**config.mk**
```make
export PLATFORM = sky130hd
export DESIGN_NAME = psp_top
export DESIGN_NICKNAME = d
export VERILOG_FILES = /design/src/hw/psp_pkg.sv /design/src/hw/psp_if.sv /design/src/hw/psp_sync.sv /design/src/hw/psp_top.sv
export VERILOG_INCLUDE_DIRS = /design/src /design/src/hw
export SDC_FILE = /design/constraint.sdc
export NUM_CORES = 1
export LEC_CHECK = 0
export BUFFER_PORTS_ARGS = -buffer_cell sky130_fd_sc_hd__buf_2
export CORE_MARGIN = 2
export CORE_UTILIZATION = 35
export CTS_BUF_LIST = sky130_fd_sc_hd__clkbuf_16
export DETAILED_ROUTE_END_ITERATION = 16
export HOLD_SLACK_MARGIN = 0.12
export PLACE_DENSITY = 0.53
export SETUP_SLACK_MARGIN = 0.05
export SLEW_MARGIN = 0
export SYNTH_ARGS = -nofsm -noshare
export SYNTH_HDL_FRONTEND = slang
export SYNTH_SLANG_ARGS = --single-unit
export TNS_END_PERCENT = 50
```
**constraint.sdc**
```tcl
create_clock -name sys_clk -period 3.15 [get_ports sys_clk]
set_clock_uncertainty 0.1 [all_clocks]
set_input_delay 0.4725 -clock sys_clk [delete_from_list [all_inputs] [get_ports sys_clk]]
set_output_delay 0.4725 -clock sys_clk [all_outputs]
set_load 0.005 [all_outputs]
```
**src/hw/psp_defines.svh**
```systemverilog
// constants for the parallel slave port: sync depth, direction code, reset values
// assumes it is included by bare name from each design file that needs it
// ============================================================
// Functional notes
// [RULE_01] enable bit turns the 8-bit data port into a host-accessible slave port
// [RULE_02] enable assigns three control pins as read, write and chip-select strobes
// [RULE_03] strobes work only with all three control pin directions set to input
// [RULE_04] host is asynchronous; strobes are synchronised before the device acts
// [RULE_05] host sees one eight-bit latch, read or written over the data lines
// [RULE_06] write starts when select and write first seen low, ends when either high
// [RULE_07] write end sets the interrupt flag and the input-full flag
// [RULE_08] read start drives the output latch onto the pins and sets output-full
// [RULE_09] software write during a read shows at once and leaves output-full clear
// [RULE_10] read end releases the data pins and sets the interrupt flag
// [RULE_11] slave port works only in single-chip mode, not external-bus mode
// [RULE_12] interrupt flag holds until cleared; input-full clears when data is read
`ifndef PSP_DEFINES_SVH
`define PSP_DEFINES_SVH

// ============================================================
// sizes and codes
`define PSP_DATA_W 8
`define PSP_SYNC_STAGES 2
`define PSP_DIR_ALL_IN 3'h7

// ============================================================
// reset values
`define PSP_DATA_RST 8'h00
`define PSP_FLAG_RST 1'b0

`endif

```
**src/hw/psp_pkg.sv**
```systemverilog
// types shared by the parallel slave port modules
// assumes psp_defines.svh sits on the include path
`default_nettype none
`include "psp_defines.svh"

package psp_pkg;
    typedef logic [`PSP_DATA_W-1:0] psp_byte_t;
    typedef enum logic [1:0] {PSP_IDLE, PSP_WRITING, PSP_READING} psp_state_t;
endpackage

`default_nettype wire

```
**src/hw/psp_if.sv**
```systemverilog
// synchronised host strobes and data carried from the synchroniser to the core
// assumes both ends run on sys_clk
`timescale 1ns/1ps
`default_nettype none

interface psp_if;
    logic csLow;
    logic wrLow;
    logic rdLow;
    psp_pkg::psp_byte_t data;
    modport syncSide (output csLow, output wrLow, output rdLow, output data);
    modport coreSide (input csLow, input wrLow, input rdLow, input data);
endinterface

`default_nettype wire

```
**src/hw/psp_sync.sv**
```systemverilog
// multi-stage synchroniser for the host strobes and data lines
// assumes raw pins are asynchronous to sys_clk
`timescale 1ns/1ps
`default_nettype none
`include "psp_defines.svh"

module psp_sync #(
    parameter int STAGES = `PSP_SYNC_STAGES
) (
    input wire logic sys_clk,
    input wire logic rst_n,
    input wire logic csN,
    input wire logic wrN,
    input wire logic rdN,
    input wire psp_pkg::psp_byte_t dataIn,
    psp_if.syncSide syncBus
);
    localparam int W = `PSP_DATA_W + 3;

    // ============================================================
    // elaboration check
    if (STAGES < 2) begin : g_bad_stages
        $error("psp_sync needs at least two stages");
    end

    // ============================================================
    // stage chain; only the next stage reads each flop before the last
    logic [W-1:0] stage_reg [STAGES];

    always_ff @(posedge sys_clk or negedge rst_n) begin
        if (!rst_n) begin
            stage_reg[0] <= {3'h7, `PSP_DATA_RST};
        end else begin
            stage_reg[0] <= {csN, wrN, rdN, dataIn}; // RULE_04
        end
    end

    for (genvar i = 1; i < STAGES; i++) begin : g_stage
        always_ff @(posedge sys_clk or negedge rst_n) begin
            if (!rst_n) begin
                stage_reg[i] <= {3'h7, `PSP_DATA_RST};
            end else begin
                stage_reg[i] <= stage_reg[i-1];
            end
        end
    end

    assign syncBus.csLow = ~stage_reg[STAGES-1][W-1];
    assign syncBus.wrLow = ~stage_reg[STAGES-1][W-2];
    assign syncBus.rdLow = ~stage_reg[STAGES-1][W-3];
    assign syncBus.data = stage_reg[STAGES-1][`PSP_DATA_W-1:0];
endmodule

`default_nettype wire

```
**src/hw/psp_top.sv**
```systemverilog
// parallel slave port core: host strobe handling, latches and status flags
// assumes software-side strobes are one-cycle pulses on sys_clk; host pins are asynchronous
`timescale 1ns/1ps
`default_nettype none
`include "psp_defines.svh"

module psp_top (
    input wire logic sys_clk,
    input wire logic rst_n,
    input wire logic slave_port_enable,
    input wire logic singleChipMode,
    input wire logic [2:0] control_pin_direction,
    input wire logic csN,
    input wire logic wrN,
    input wire logic rdN,
    input wire psp_pkg::psp_byte_t dataIn,
    output logic [`PSP_DATA_W-1:0] dataOut,
    output logic dataOe,
    input wire logic swWriteStb,
    input wire psp_pkg::psp_byte_t swWriteData,
    input wire logic swReadStb,
    input wire logic swClearIrq,
    input wire logic swClearOutFull,
    output logic [`PSP_DATA_W-1:0] inputData,
    output logic input_buffer_full,
    output logic output_buffer_full,
    output logic slave_port_irq_flag
);
    // ============================================================
    // synchronised host side
    psp_if syncBus ();

    psp_sync #(.STAGES(`PSP_SYNC_STAGES)) u_sync (
        .sys_clk(sys_clk),
        .rst_n(rst_n),
        .csN(csN),
        .wrN(wrN),
        .rdN(rdN),
        .dataIn(dataIn),
        .syncBus(syncBus)
    );

    function automatic logic accessReq(input logic selLow, input logic strobeLow);
        accessReq = selLow & strobeLow;
    endfunction

    // ============================================================
    // port gating and access state
    logic portOn;
    logic writeReq;
    logic readReq;
    logic writeEnd;
    logic readStart;
    logic readEnd;
    psp_pkg::psp_state_t state_reg;
    psp_pkg::psp_state_t state_next;
    psp_pkg::psp_byte_t captured_reg;
    psp_pkg::psp_byte_t inLatch_reg;
    psp_pkg::psp_byte_t outLatch_reg;
    logic inFull_reg;
    logic outFull_reg;
    logic irq_reg;

    // direction check is a guard only; the strobes are inputs whatever it says
    assign portOn = slave_port_enable // RULE_01
        & singleChipMode // RULE_11
        & (control_pin_direction == `PSP_DIR_ALL_IN); // RULE_03
    assign writeReq = accessReq(syncBus.csLow, syncBus.wrLow); // RULE_02
    assign readReq = accessReq(syncBus.csLow, syncBus.rdLow); // RULE_02

    always_comb begin
        state_next = state_reg;
        case (state_reg)
            psp_pkg::PSP_IDLE: begin
                if (writeReq) begin
                    state_next = psp_pkg::PSP_WRITING; // RULE_06
                end else if (readReq) begin
                    state_next = psp_pkg::PSP_READING; // RULE_08
                end
            end
            psp_pkg::PSP_WRITING: begin
                if (!writeReq) begin
                    state_next = psp_pkg::PSP_IDLE; // RULE_06
                end
            end
            psp_pkg::PSP_READING: begin
                if (!readReq) begin
                    state_next = psp_pkg::PSP_IDLE; // RULE_10
                end
            end
            default: state_next = psp_pkg::PSP_IDLE;
        endcase
        if (!portOn) begin
            state_next = psp_pkg::PSP_IDLE;
        end
    end

    assign writeEnd = portOn && state_reg == psp_pkg::PSP_WRITING && !writeReq;
    assign readEnd = portOn && state_reg == psp_pkg::PSP_READING && !readReq;
    assign readStart = state_reg != psp_pkg::PSP_READING && state_next == psp_pkg::PSP_READING;

    always_ff @(posedge sys_clk or negedge rst_n) begin
        if (!rst_n) begin
            state_reg <= psp_pkg::PSP_IDLE;
        end else begin
            state_reg <= state_next;
        end
    end

    // ============================================================
    // input latch: last byte seen while both strobes were low
    always_ff @(posedge sys_clk or negedge rst_n) begin
        if (!rst_n) begin
            captured_reg <= `PSP_DATA_RST;
        end else if (state_reg == psp_pkg::PSP_WRITING && writeReq) begin
            captured_reg <= syncBus.data; // RULE_05
        end
    end

    always_ff @(posedge sys_clk or negedge rst_n) begin
        if (!rst_n) begin
            inLatch_reg <= `PSP_DATA_RST;
        end else if (writeEnd) begin
            inLatch_reg <= captured_reg; // RULE_07
        end
    end

    // ============================================================
    // output latch and pin drive
    always_ff @(posedge sys_clk or negedge rst_n) begin
        if (!rst_n) begin
            outLatch_reg <= `PSP_DATA_RST;
        end else if (swWriteStb) begin
            outLatch_reg <= swWriteData; // RULE_09
        end
    end

    assign dataOut = outLatch_reg;
    assign dataOe = state_reg == psp_pkg::PSP_READING; // RULE_08 RULE_10
    assign inputData = inLatch_reg;

    // ============================================================
    // status flags; a setting event beats a clear in the same cycle, except a software write at read start clears output-full
    always_ff @(posedge sys_clk or negedge rst_n) begin
        if (!rst_n) begin
            inFull_reg <= `PSP_FLAG_RST;
        end else if (writeEnd) begin
            inFull_reg <= 1'b1; // RULE_07
        end else if (swReadStb) begin
            inFull_reg <= 1'b0; // RULE_12
        end
    end

    // a software write during a read wins over the read's set
    always_ff @(posedge sys_clk or negedge rst_n) begin
        if (!rst_n) begin
            outFull_reg <= `PSP_FLAG_RST;
        end else if (swWriteStb && (dataOe || readStart)) begin
            outFull_reg <= 1'b0; // RULE_09
        end else if (readStart) begin
            outFull_reg <= 1'b1; // RULE_08
        end else if (swClearOutFull) begin
            outFull_reg <= 1'b0;
        end
    end

    always_ff @(posedge sys_clk or negedge rst_n) begin
        if (!rst_n) begin
            irq_reg <= `PSP_FLAG_RST;
        end else if (writeEnd || readEnd) begin
            irq_reg <= 1'b1; // RULE_07 RULE_10
        end else if (swClearIrq) begin
            irq_reg <= 1'b0; // RULE_12
        end
    end

    assign input_buffer_full = inFull_reg;
    assign output_buffer_full = outFull_reg;
    assign slave_port_irq_flag = irq_reg;
endmodule

`default_nettype wire

```
Yosys cells after proc, flatten, opt, wreduce, memory -nomap -nowiden
Cells that the tools add are included.
- bits in registers: 51
- input port bits: 30
- output and inout bits: 20
- logic and storage cells: 49
- equal/unequal tests: 5
- mux-type cells: 13
- bitwise gates (word level): 7
- reductions and logical operators: 15
- operator list (kind ; number):
    $mux W2 ; 5
    $logic_and A1 B1 Y1 ; 7
    $mux W1 ; 7
    $pmux W2 S3 ; 1
    $and A1 B1 Y1 ; 4
    $eq A2 B2 Y1 const B ; 2
    $reduce_bool A2 Y1 ; 2
    $eq A3 B3 Y1 const B ; 1
    $not A1 Y1 ; 3
    $reduce_bool A3 Y1 ; 1
    $eq A2 B1 Y1 const B ; 1
    $logic_not A1 Y1 ; 2
    $logic_not A2 Y1 ; 1
    $logic_or A1 B1 Y1 ; 2
    $ne A2 B2 Y1 const B ; 1

Longest topological paths before layout
Gate-level depths: netlist of run 1.
- word-level depth: 11
- depth in mapped cells: 4
- depth with buffers taken out: 3

Hierarchy
From an unflattened synthesis of run 1, not the netlist that was laid out.
- cells, all modules: 110
- area, all modules: 1824.2 sq um
- modules (own cells, without submodules) (module ; times used ; cells each ; area an instance (sq um)):
    psp_top ; 1 ; 77 ; 1194.9
    psp_sync ; 1 ; 33 ; 629.4

Worst setup path before layout of run 1
OpenSTA, ideal clock, no wires.
- path kind: input-to-reg
- from: input port control_pin_direction[0]
- to: register outFull_reg, in the netlist output_buffer_full
- setup time: 0.128 ns
- arrival: 1.173 ns
- data required time: 2.922 ns
- slack: 1.750 ns
- cell stages on the path: 3
- path buffers: 0
- cells stage by stage: nand3_1 nor4_4 mux2_1
- cells in the longest elaborated chain, start to end: 8
- RTL lines (what ; RTL line ; source):
    from (decl) ; psp_top.sv:12 ; input wire logic [2:0] control_pin_direction,
    $eq A3 B3 Y1 (no line) (*) ; - ;
    $and A1 B1 Y1 (*) ; psp_top.sv:65 ; assign portOn = slave_port_enable
    $mux W2 (*) ; psp_top.sv:93 ; if (!portOn) begin
    via state_next[1] ; psp_top.sv:56 ; psp_pkg::psp_state_t state_next;
    $eq A2 B2 Y1 (*) ; psp_top.sv:100 ; assign readStart = state_reg != psp_pkg::PSP_READING && state_next == psp_pkg::PSP_READING;
    $logic_and A1 B1 Y1 (*) ; psp_top.sv:100 ;
    $logic_or A1 B1 Y1 ; psp_top.sv:158 ; end else if (swWriteStb && (dataOe || readStart)) begin
    $logic_and A1 B1 Y1 ; psp_top.sv:158 ;
    $reduce_bool A3 Y1 (no line) or $mux W1 (tied branches) ; - ;
    to (signal assigned) ; psp_top.sv:157 ; outFull_reg <= `PSP_FLAG_RST;
    to (decl) ; psp_top.sv:61 ; logic outFull_reg;
The timed path passes the listed nets; every way through them passes the cells marked *.
A chain may end at the register's enable or synchronous reset.

Final worst setup path of run 1
- from: register state_reg[1]
- to: output port dataOe
- cells in the longest elaborated chain, start to end: 1
- RTL lines (what ; RTL line ; source):
    from (decl) ; psp_top.sv:55 ; psp_pkg::psp_state_t state_reg;
    from (signal assigned) ; psp_top.sv:104 ; state_reg <= psp_pkg::PSP_IDLE;
    from (signal assigned) ; psp_top.sv:106 ; state_reg <= state_next;
    $eq A2 B2 Y1 ; psp_top.sv:139 ; assign dataOe = state_reg == psp_pkg::PSP_READING;
    to (decl) ; psp_top.sv:18 ; output logic dataOe,
No other way between the ends.

==> results.json, run 1 <==
{
  "status": "complete, no violations",
  "chipWidth_um": 75.4,
  "ys_types": 23,
  "fin_nets": 183,
  "coreArea_mm2": 0.00482,
  "cp_max_fo": 4,
  "synth_fa_ha_area_share_pct": 0,
  "ios": 50,
  "grt_pass1_vias": 928,
  "start_util_pct": 37.0,
  "endpoint_kind": "primary output",
  "firstDrtPassIters": 4,
  "largest_reg_flops": 14,
  "clk_path_buf_depth": 2,
  "crit_path_start_kind": "flip-flop",
  "period_share_pct": 52.2,
  "yosys_warnings": 0,
  "ys_seq_area_share_pct": 71.9,
  "vias": 959,
  "synth_compound_area_share_pct": 2.03,
  "drv_slew": 0,
  "async_flop_share_pct": 100,
  "ff2ff_setup_slack_ps": 1590,
  "synth.largest_area_cell": "dfrtp_1",
  "maxSlewHeadroom_pct": 26.5,
  "power_leakage_nw": 1.12,
  "synthCells": 99,
  "required_ps": 2580,
  "htreeDepth": 2,
  "hold_start": "wrN",
  "antenna_found_initial": 0,
  "drive_gt1_share_pct": 59.5,
  "regToRegEndpoint": "captured_reg[5]",
  "critical_path.top_delay_family": "flip-flops",
  "cts-root-buf": "clkbuf_16",
  "synth-edff-count": 0,
  "ys_top_cells_by_area": "dfrtp_1 63%, mux2_2 10%, dfstp_2 8.8%, mux2_4 6.7%, nor2b_4 1.5%",
  "path_buf_inv": 1,
  "min_period_ps": 1650,
  "final_cell_mix": "49 x buf_2, 45 x dfrtp_1, 16 x mux2_2",
  "final_antenna_net_count": 0,
  "fmax_ghz": 0.608,
  "finalWirelength_um": 2820,
  "rows": 25,
  "maxCapViolCount": 0,
  "dp_hpwl_um": 1970,
  "synth_flop_cell": "dfrtp_1",
  "finalSetupViolations": 0,
  "avgSynthCellArea_um2": 18.0,
  "synth_nets": 129,
  "wl_per_cell_um": 12.8,
  "cts_setup_buffers": 0,
  "hold_class": "in -> reg",
  "max_stage_delay_ps": 430,
  "cts_tree": "built",
  "p_per_area_mw_per_mm2": 596,
  "ir_drop_mv": 0.300,
  "whs_ps": 187,
  "yosys.area_share.simple_pct": 7.22,
  "place_congestion": 0.778,
  "synth-xor-area-share_pct": 0,
  "critPathKind": "reg -> out",
  "final_common_cell": "buf_2",
  "cts_resized": 0,
  "cts_made_buffers": 5,
  "grt_pass1_wl_um": 4660,
  "syn_to_final_growth_pct": 26.4,
  "synth_top_family_by_area": "multiplexers",
  "grt_use_total_pct": 11.2,
  "whs_path_depth": 1,
  "num_antenna_cells": 0,
  "hold_end": "u_sync.stage_reg[20]",
  "rsz0062_at_grt": "false",
  "post-route-drc-count": 0,
  "path_cells": "and2b_1, buf_2",
  "worstPathArrival_ps": 1070,
  "gr-total-overflow": 0,
  "drt_iter0_markers": 72,
  "worst_slew_pin_slew_ps": 1100,
  "ys_seq_elements": 51,
  "clkLatencyLatePin_ps": 280,
  "worstReg2RegStart": "state_reg[1]",
  "setup_tns_ps": 0,
  "netlist_area_mm2": 0.00178,
  "hold_violations": 0,
  "vias_per_cell": 4.36,
  "dieHeight_um": 75.4,
  "clkSinkCount": 51,
  "synth_top_area_share_pct": 63.1,
  "holdBufCountCts": 0,
  "portBuffers": 49,
  "grt_start_max_net_pins": 52,
  "die_area_mm2": 0.00569,
  "synth.area.mux_share_pct": 17.5,
  "critPathSlowestCell": "dfrtp_1",
  "reg2regPathDepth": 3,
  "clkTransAtPathRegs_ps": 60
}
## report_power, final
part	switching, W	total, W	leakage (nW)	internal [W]
registers	0.0000114	0.000699	0.635	0.000688
clock network	0.000208	0.000575	0.0811	0.000367
logic	0.0000326	0.0000714	0.408	0.0000388
total	0.000252	0.00135	1.12	0.00109
## layer usage
| layer | track usage [%] | up-vias | wire length, µm |
|---|---|---|---|
| li1 | - | 452 | - |
| met3 | 3.17 | 4 | 111 |
| met4 | 5.26 | 0 | 44 |
| met2 | 16.6 | 21 | 1380 |
| met5 | 0 | - | 0 |
| met1 | 15.3 | 482 | 1290 |
## worst max-delay path by stage
stage	from	to	slack, ps	cells past startpoint
4_1_cts	state_reg[1]	dataOe	1490	2
2_1_floorplan	control_pin_direction[0]	output_buffer_full	1750	3
3_3_place_gp	control_pin_direction[0]	inputData[0]	1580	4
3_5_place_dp	slave_port_enable	inputData[2]	1570	4
6_report	state_reg[1]	dataOe	1500	2
5_1_grt	state_reg[1]	dataOe	1450	2
## metrics by stage
step | setup slack (ps) | total power, W | cells | cell area, µm² | util (%)
after global placement | 1580 | 0.000781 | 213 | 2100 | 43.5
after CTS | 1490 | 0.00137 | 220 | 2260 | 46.8
final | 1500 | 0.00135 | 220 | 2260 | 46.8
after global routing | 1450 | 0.00141 | 220 | 2260 | 46.8
after floorplan | 1750 | 0.000739 | 99 | 1780 | -
after detailed placement | 1570 | 0.000785 | 213 | 2100 | 43.5
## cell families (layout without fill, tap and decap cells)
kind of cell,count (synthesis),in the layout
DFF,51,51
muxes,25,25
and+or+nand+nor,13,13
AOI/OAI and AO/OA,6,6
buffers and inverters,4,58
## area by class of cell
| class | instances | area (µm²) |
|---|---|---|
| Multi-Input combinational cell | 44 | 477 |
| Clock buffer | 5 | 125 |
| Sequential cell | 51 | 1280 |
| Clock inverter | 2 | 33.8 |
| Inverter | 2 | 7.51 |
| Tap cell | 67 | 83.8 |
| Fill cell | 434 | 2560 |
| Timing Repair Buffer | 49 | 245 |
## cell usage after synthesis, types with 2 or more instances
library cell  number
a21oi_1            2
mux2_4             8
or2_4              2
mux2_2            16
inv_1              2
dfrtp_1           45
nand3_1            2
dfstp_2            6
nor2b_4            2
## worst reg2reg max path: cells and delay by family, from the launching register on
kind	cells	cell delay, ps
AND/OR/NAND/NOR	2	580
flip-flops	1	430
multiplexers	1	340
No activity file was read; power rests on OpenSTA's default activity.
==> run 2, diff against run 1 <==
clock period = 1.7 ns   (was 3.15 ns; I/O delays follow)
==> run 2 against run 1 <==
Setup slack lost 1400 ps. Die area is the same. Sequential power grew 86%. Total power grew 81%. First-iteration DRC count shrank 46%. Hold slack lost 33 ps. Wire length grew 10%. Clock-buffer cell count is the same. Non-clock buffer count grew 23. Via count grew 8.1%. Final area grew 10%. Largest cell class unchanged. Highest routed layer unchanged.
==> results.json, run 2 (synthesis results as in run 1) <==
{
  "status": "complete, no violations",
  "die_area_mm2": 0.00569,
  "ios": 50,
  "p_seq_share_pct": 53.3,
  "finalInstanceArea_mm2": 0.00248,
  "crit_path_start_kind": "flip-flop",
  "min_period_ps": 1560,
  "setup_tns_ps": 0,
  "wl_per_cell_um": 12.8,
  "cts_tree": "built",
  "clk_path_buf_depth": 2,
  "grt_use_total_pct": 12.7,
  "drt_iter0_markers": 39,
  "fmax_ghz": 0.642,
  "grt_pass1_wl_um": 5220,
  "p_per_area_mw_per_mm2": 979,
  "power_leakage_nw": 1.21,
  "firstDrtPassIters": 4,
  "regToRegEndpoint": "captured_reg[5]",
  "dieHeight_um": 75.4,
  "cts_setup_buffers": 0,
  "grt_start_max_net_pins": 35,
  "grt_pass1_vias": 1095,
  "maxCapViolCount": 0,
  "portBuffers": 49,
  "final_antenna_net_count": 0,
  "htreeDepth": 2,
  "power.switching_w": 0.000504,
  "switching_share_pct": 20.7,
  "worstPathArrival_ps": 1620,
  "vias_per_cell": 4.25,
  "coreArea_mm2": 0.00482,
  "final_cell_mix": "49 x buf_2, 45 x dfrtp_1, 22 x dlygate4sd3_1",
  "chipWidth_um": 75.4,
  "pwr-share-clk_pct": 39.3,
  "endpoint_kind": "flip-flop",
  "cts_made_buffers": 5,
  "ff2ff_setup_slack_ps": 140,
  "clkLatencyLatePin_ps": 280,
  "clkSinkCount": 51,
  "hold_violations": 0,
  "post-route-drc-count": 0,
  "antenna_found_initial": 0,
  "finalSetupViolations": 0,
  "fin_nets": 206,
  "num_antenna_cells": 0,
  "cp_max_fo": 8,
  "fin_util_pct": 51.5,
  "cts-root-buf": "clkbuf_16",
  "vias": 1037,
  "place_congestion": 0.777,
  "worst_slew_pin_slew_ps": 425,
  "drive_gt1_share_pct": 52.5,
  "hold_class": "in -> reg",
  "dp_hpwl_um": 2170,
  "ir_drop_mv": 0.585,
  "rows": 25,
  "hold_end": "state_reg[0]",
  "period_share_pct": 91.6,
  "rsz0062_at_grt": "false",
  "maxSlewHeadroom_pct": 71.7,
  "whs_path_depth": 3,
  "critPathKind": "reg -> reg",
  "gr-total-overflow": 0,
  "drv_slew": 0,
  "final_common_cell": "buf_2",
  "hold_start": "control_pin_direction[1]",
  "start_util_pct": 37.0,
  "finalWirelength_um": 3120,
  "worstReg2RegStart": "state_reg[1]",
  "syn_to_final_growth_pct": 39.1,
  "cts_resized": 0,
  "dpl_cell_area_mm2": 0.00212,
  "p_comb_share_pct": 7.3,
  "clkTransAtPathRegs_ps": 60,
  "p_int_w": 0.00193,
  "reg2regPathDepth": 3,
  "required_ps": 1770,
  "holdBufCountCts": 22,
  "largest_reg_flops": 14
}
-- run 2: changes by cell type in the layout (fill, tap and decap cells not counted), sizes merged --
cell | previous run | this run
dlygate4sd3 | 0 | 22
clkinv | 0 | 2
buf | 49 | 50
bufinv | 1 | 0
clkinvlp | 0 | 1
inv | 3 | 2
-- run 2: final cells by class --
type | count | area (µm²)
fill | 440 | 2330
sequential | 51 | 1280
timing repair buffer | 72 | 485
multi-input combinational | 44 | 477
clock buffer | 5 | 125
tap | 67 | 83.8
clock inverter | 3 | 20.0
inverter | 2 | 7.51
-- run 2: metal layers --
| metal | track usage (%) | vias up | routed length, µm |
|---|---|---|---|
| met1 | 16.1 | 513 | 1410 |
| met4 | 5.85 | 0 | 65 |
| met5 | 0 | - | 0 |
| li1 | - | 495 | - |
| met2 | 20.1 | 23 | 1510 |
| met3 | 3.97 | 6 | 134 |
-- run 2: how the worst max path moves through the flow --
stage | from | to | cells after the start
detailed placement | state_reg[1] | captured_reg[6] | 3
global placement | u_sync.stage_reg[10] | captured_reg[1] | 3
CTS | state_reg[1] | captured_reg[7] | 3
finish | state_reg[1] | captured_reg[5] | 3
floorplan | u_sync.stage_reg[10] | captured_reg[0] | 4
global route | state_reg[1] | captured_reg[6] | 3
-- run 2: stage by stage --
stage	setup slack, ps	hold slack [ps]	instances	total power, W
after global placement	203	109	214	0.00145
after detailed placement	144	116	214	0.00146
final	143	155	244	0.00243
after CTS	128	143	244	0.00247
after floorplan	314	-141	99	0.00137
after global routing	95.0	151	244	0.00254
-- run 2: critical path, stage by stage, from the launching register on --
cell	delay, ps
dfrtp_1	440
nor2b_4	180
nor2b_4	390
mux2_4	340
-- run 2: power groups by stage --
stage          Combinational (W)  Clock (W)  Sequential [W]
2_1_floorplan          0.0000525          0         0.00132
3_3_place_gp            0.000137          0         0.00132
3_5_place_dp            0.000143          0         0.00132
4_1_cts                 0.000182   0.000989         0.00130
5_1_grt                 0.000196    0.00105         0.00130
6_report                0.000178   0.000956         0.00130
==> run 3, diff against run 2 <==
==> constraint.sdc (replaced) <==
create_clock -name sys_clk -period 1.7 [get_ports sys_clk]
set_clock_uncertainty 0.1 [all_clocks]
set_input_delay 0.34 -clock sys_clk [delete_from_list [all_inputs] [get_ports sys_clk]]
set_output_delay 0.34 -clock sys_clk [all_outputs]
set_load 0.005 [all_outputs]
==> run 3 against run 2 <==
Core utilization is 1.1 points lower. Final area is 2.1% lower. Global-route usage is 0.94 points lower. Clock-buffer cell count stayed put. Critical path type unchanged.
==> results.json, run 3 (synthesis results as in run 1) <==
{
  "status": "complete, no violations",
  "htreeDepth": 2,
  "maxCapViolCount": 0,
  "p_per_area_mw_per_mm2": 1110,
  "whs_path_depth": 2,
  "dpl_cell_area_mm2": 0.00212,
  "dieHeight_um": 75.4,
  "multi_input_area_um2": 477,
  "worstReg2RegStart": "state_reg[1]",
  "maxSlewHeadroom_pct": 72.2,
  "dp_slack_ps": 166,
  "final_antenna_net_count": 0,
  "finalSetupViolations": 0,
  "fin_ws_ps": 170,
  "final_common_cell": "buf_2",
  "finalWirelength_um": 2870,
  "drt_iter0_markers": 51,
  "crit_path_start_kind": "flip-flop",
  "wl_met3_um": 134,
  "reg2regPathDepth": 3,
  "clkTransAtPathRegs_ps": 60,
  "endpoint_kind": "flip-flop",
  "ff2ff_setup_slack_ps": 170,
  "critPathLaunch": "state_reg[1]",
  "firstDrtPassIters": 3,
  "ios": 50,
  "finalInstanceArea_mm2": 0.00243,
  "num_antenna_cells": 0,
  "crit_cells": 3,
  "cts_made_buffers": 5,
  "max_stage_delay_ps": 430,
  "vias_per_cell": 4.30,
  "rows": 25,
  "clkLatencyLatePin_ps": 280,
  "ir_drop_mv": 0.571,
  "worst_slew_pin_slew_ps": 417,
  "cts_setup_buffers": 0,
  "topRoutingLayerUsed": "met4",
  "final-seq-area_mm2": 0.00128,
  "drv_slew": 0,
  "antenna_found_initial": 0,
  "largest_reg_flops": 14,
  "hold_violations": 0,
  "power_leakage_nw": 1.19,
  "wl_met1_um": 1210,
  "final_cell_mix": "49 x buf_2, 45 x dfrtp_1, 16 x mux2_2",
  "worstPathArrival_ps": 1590,
  "critical_path.top_delay_family": "simple AND/OR/NAND/NOR gates",
  "gr-total-overflow": 0,
  "power_w": 0.00270,
  "grt_start_max_net_pins": 35,
  "vias": 1006,
  "required_ps": 1770,
  "cts-root-buf": "clkbuf_16",
  "path_buf_inv": 0,
  "portBuffers": 49,
  "grt_pass1_vias": 1040,
  "fmax_ghz": 0.654,
  "critPathSlowestCell": "dfrtp_1",
  "syn_to_final_growth_pct": 36.2,
  "hold_class": "in -> reg",
  "start_util_pct": 37.0,
  "cts_resized": 0,
  "dr_wl_met2_um": 1490,
  "drive_gt1_share_pct": 56.3,
  "grt_use_total_pct": 11.8,
  "cp_max_fo": 8,
  "path_cells": "nor2b_4, nor2b_4, mux2_4",
  "cpMostUsedCell": "nor2b_4",
  "whs_ps": 153,
  "coreArea_mm2": 0.00482,
  "clk_path_buf_depth": 2,
  "setup_tns_ps": 0,
  "place_congestion": 0.797,
  "clkSinkCount": 51,
  "die_area_mm2": 0.00569,
  "cts_tree": "built",
  "regToRegEndpoint": "captured_reg[6]",
  "period_share_pct": 90.0,
  "chipWidth_um": 75.4,
  "cp-endpoint": "captured_reg[6]",
  "dp_hpwl_um": 2130,
  "fin_nets": 196,
  "post-route-drc-count": 0,
  "holdBufCountCts": 12,
  "grt_pass1_wl_um": 4810,
  "wl_per_cell_um": 12.3,
  "min_period_ps": 1530,
  "n_fill_cell": 448,
  "rsz0062_at_grt": "false",
  "critPathKind": "reg -> reg"
}
run 3: worst min-delay path by stage:
stage | startpoint | end | slack (ps)
CTS | swClearIrq | slave_port_irq_flag | 140
finish | swClearIrq | slave_port_irq_flag | 150
detailed placement | rst_n | dataOut[0] | 200
floorplan | rst_n | captured_reg[0] | -60
global route | swClearIrq | slave_port_irq_flag | 160
global placement | rst_n | dataOut[4] | 190
run 3: worst register-to-register path, stage by stage (launching register included):
cell and delay (ps):
dfrtp_1 430, nor2b_4 170, nor2b_4 380, mux2_4 340
run 3: area by class of cell:
cell class	count	share of cell area [%]
clock inverter	3	2.78
multi-input combinational	44	19.6
sequential	51	52.8
timing repair buffer	62	15.9
clock buffer	5	5.15
inverter	2	0.309
tap	67	3.45
run 3: per-layer routing:
metal,up-vias,track usage [%]
li1,473,-
met1,506,14.6
met2,23,18.6
met3,4,4.76
met4,0,4.68
met5,-,0
run 3: report_power, final:
part / switching, W / total, W / internal, W
registers: 0.0000216 / 0.00130 / 0.00127
logic: 0.0000641 / 0.000158 / 0.0000944
clock network: 0.000405 / 0.00125 / 0.000842
run 3: metrics by stage:
stage	cells	utilization, %
after floorplan	99	-
after global placement	214	43.9
after detailed placement	214	43.9
after CTS	234	50.4
after global routing	234	50.4
final	234	50.4
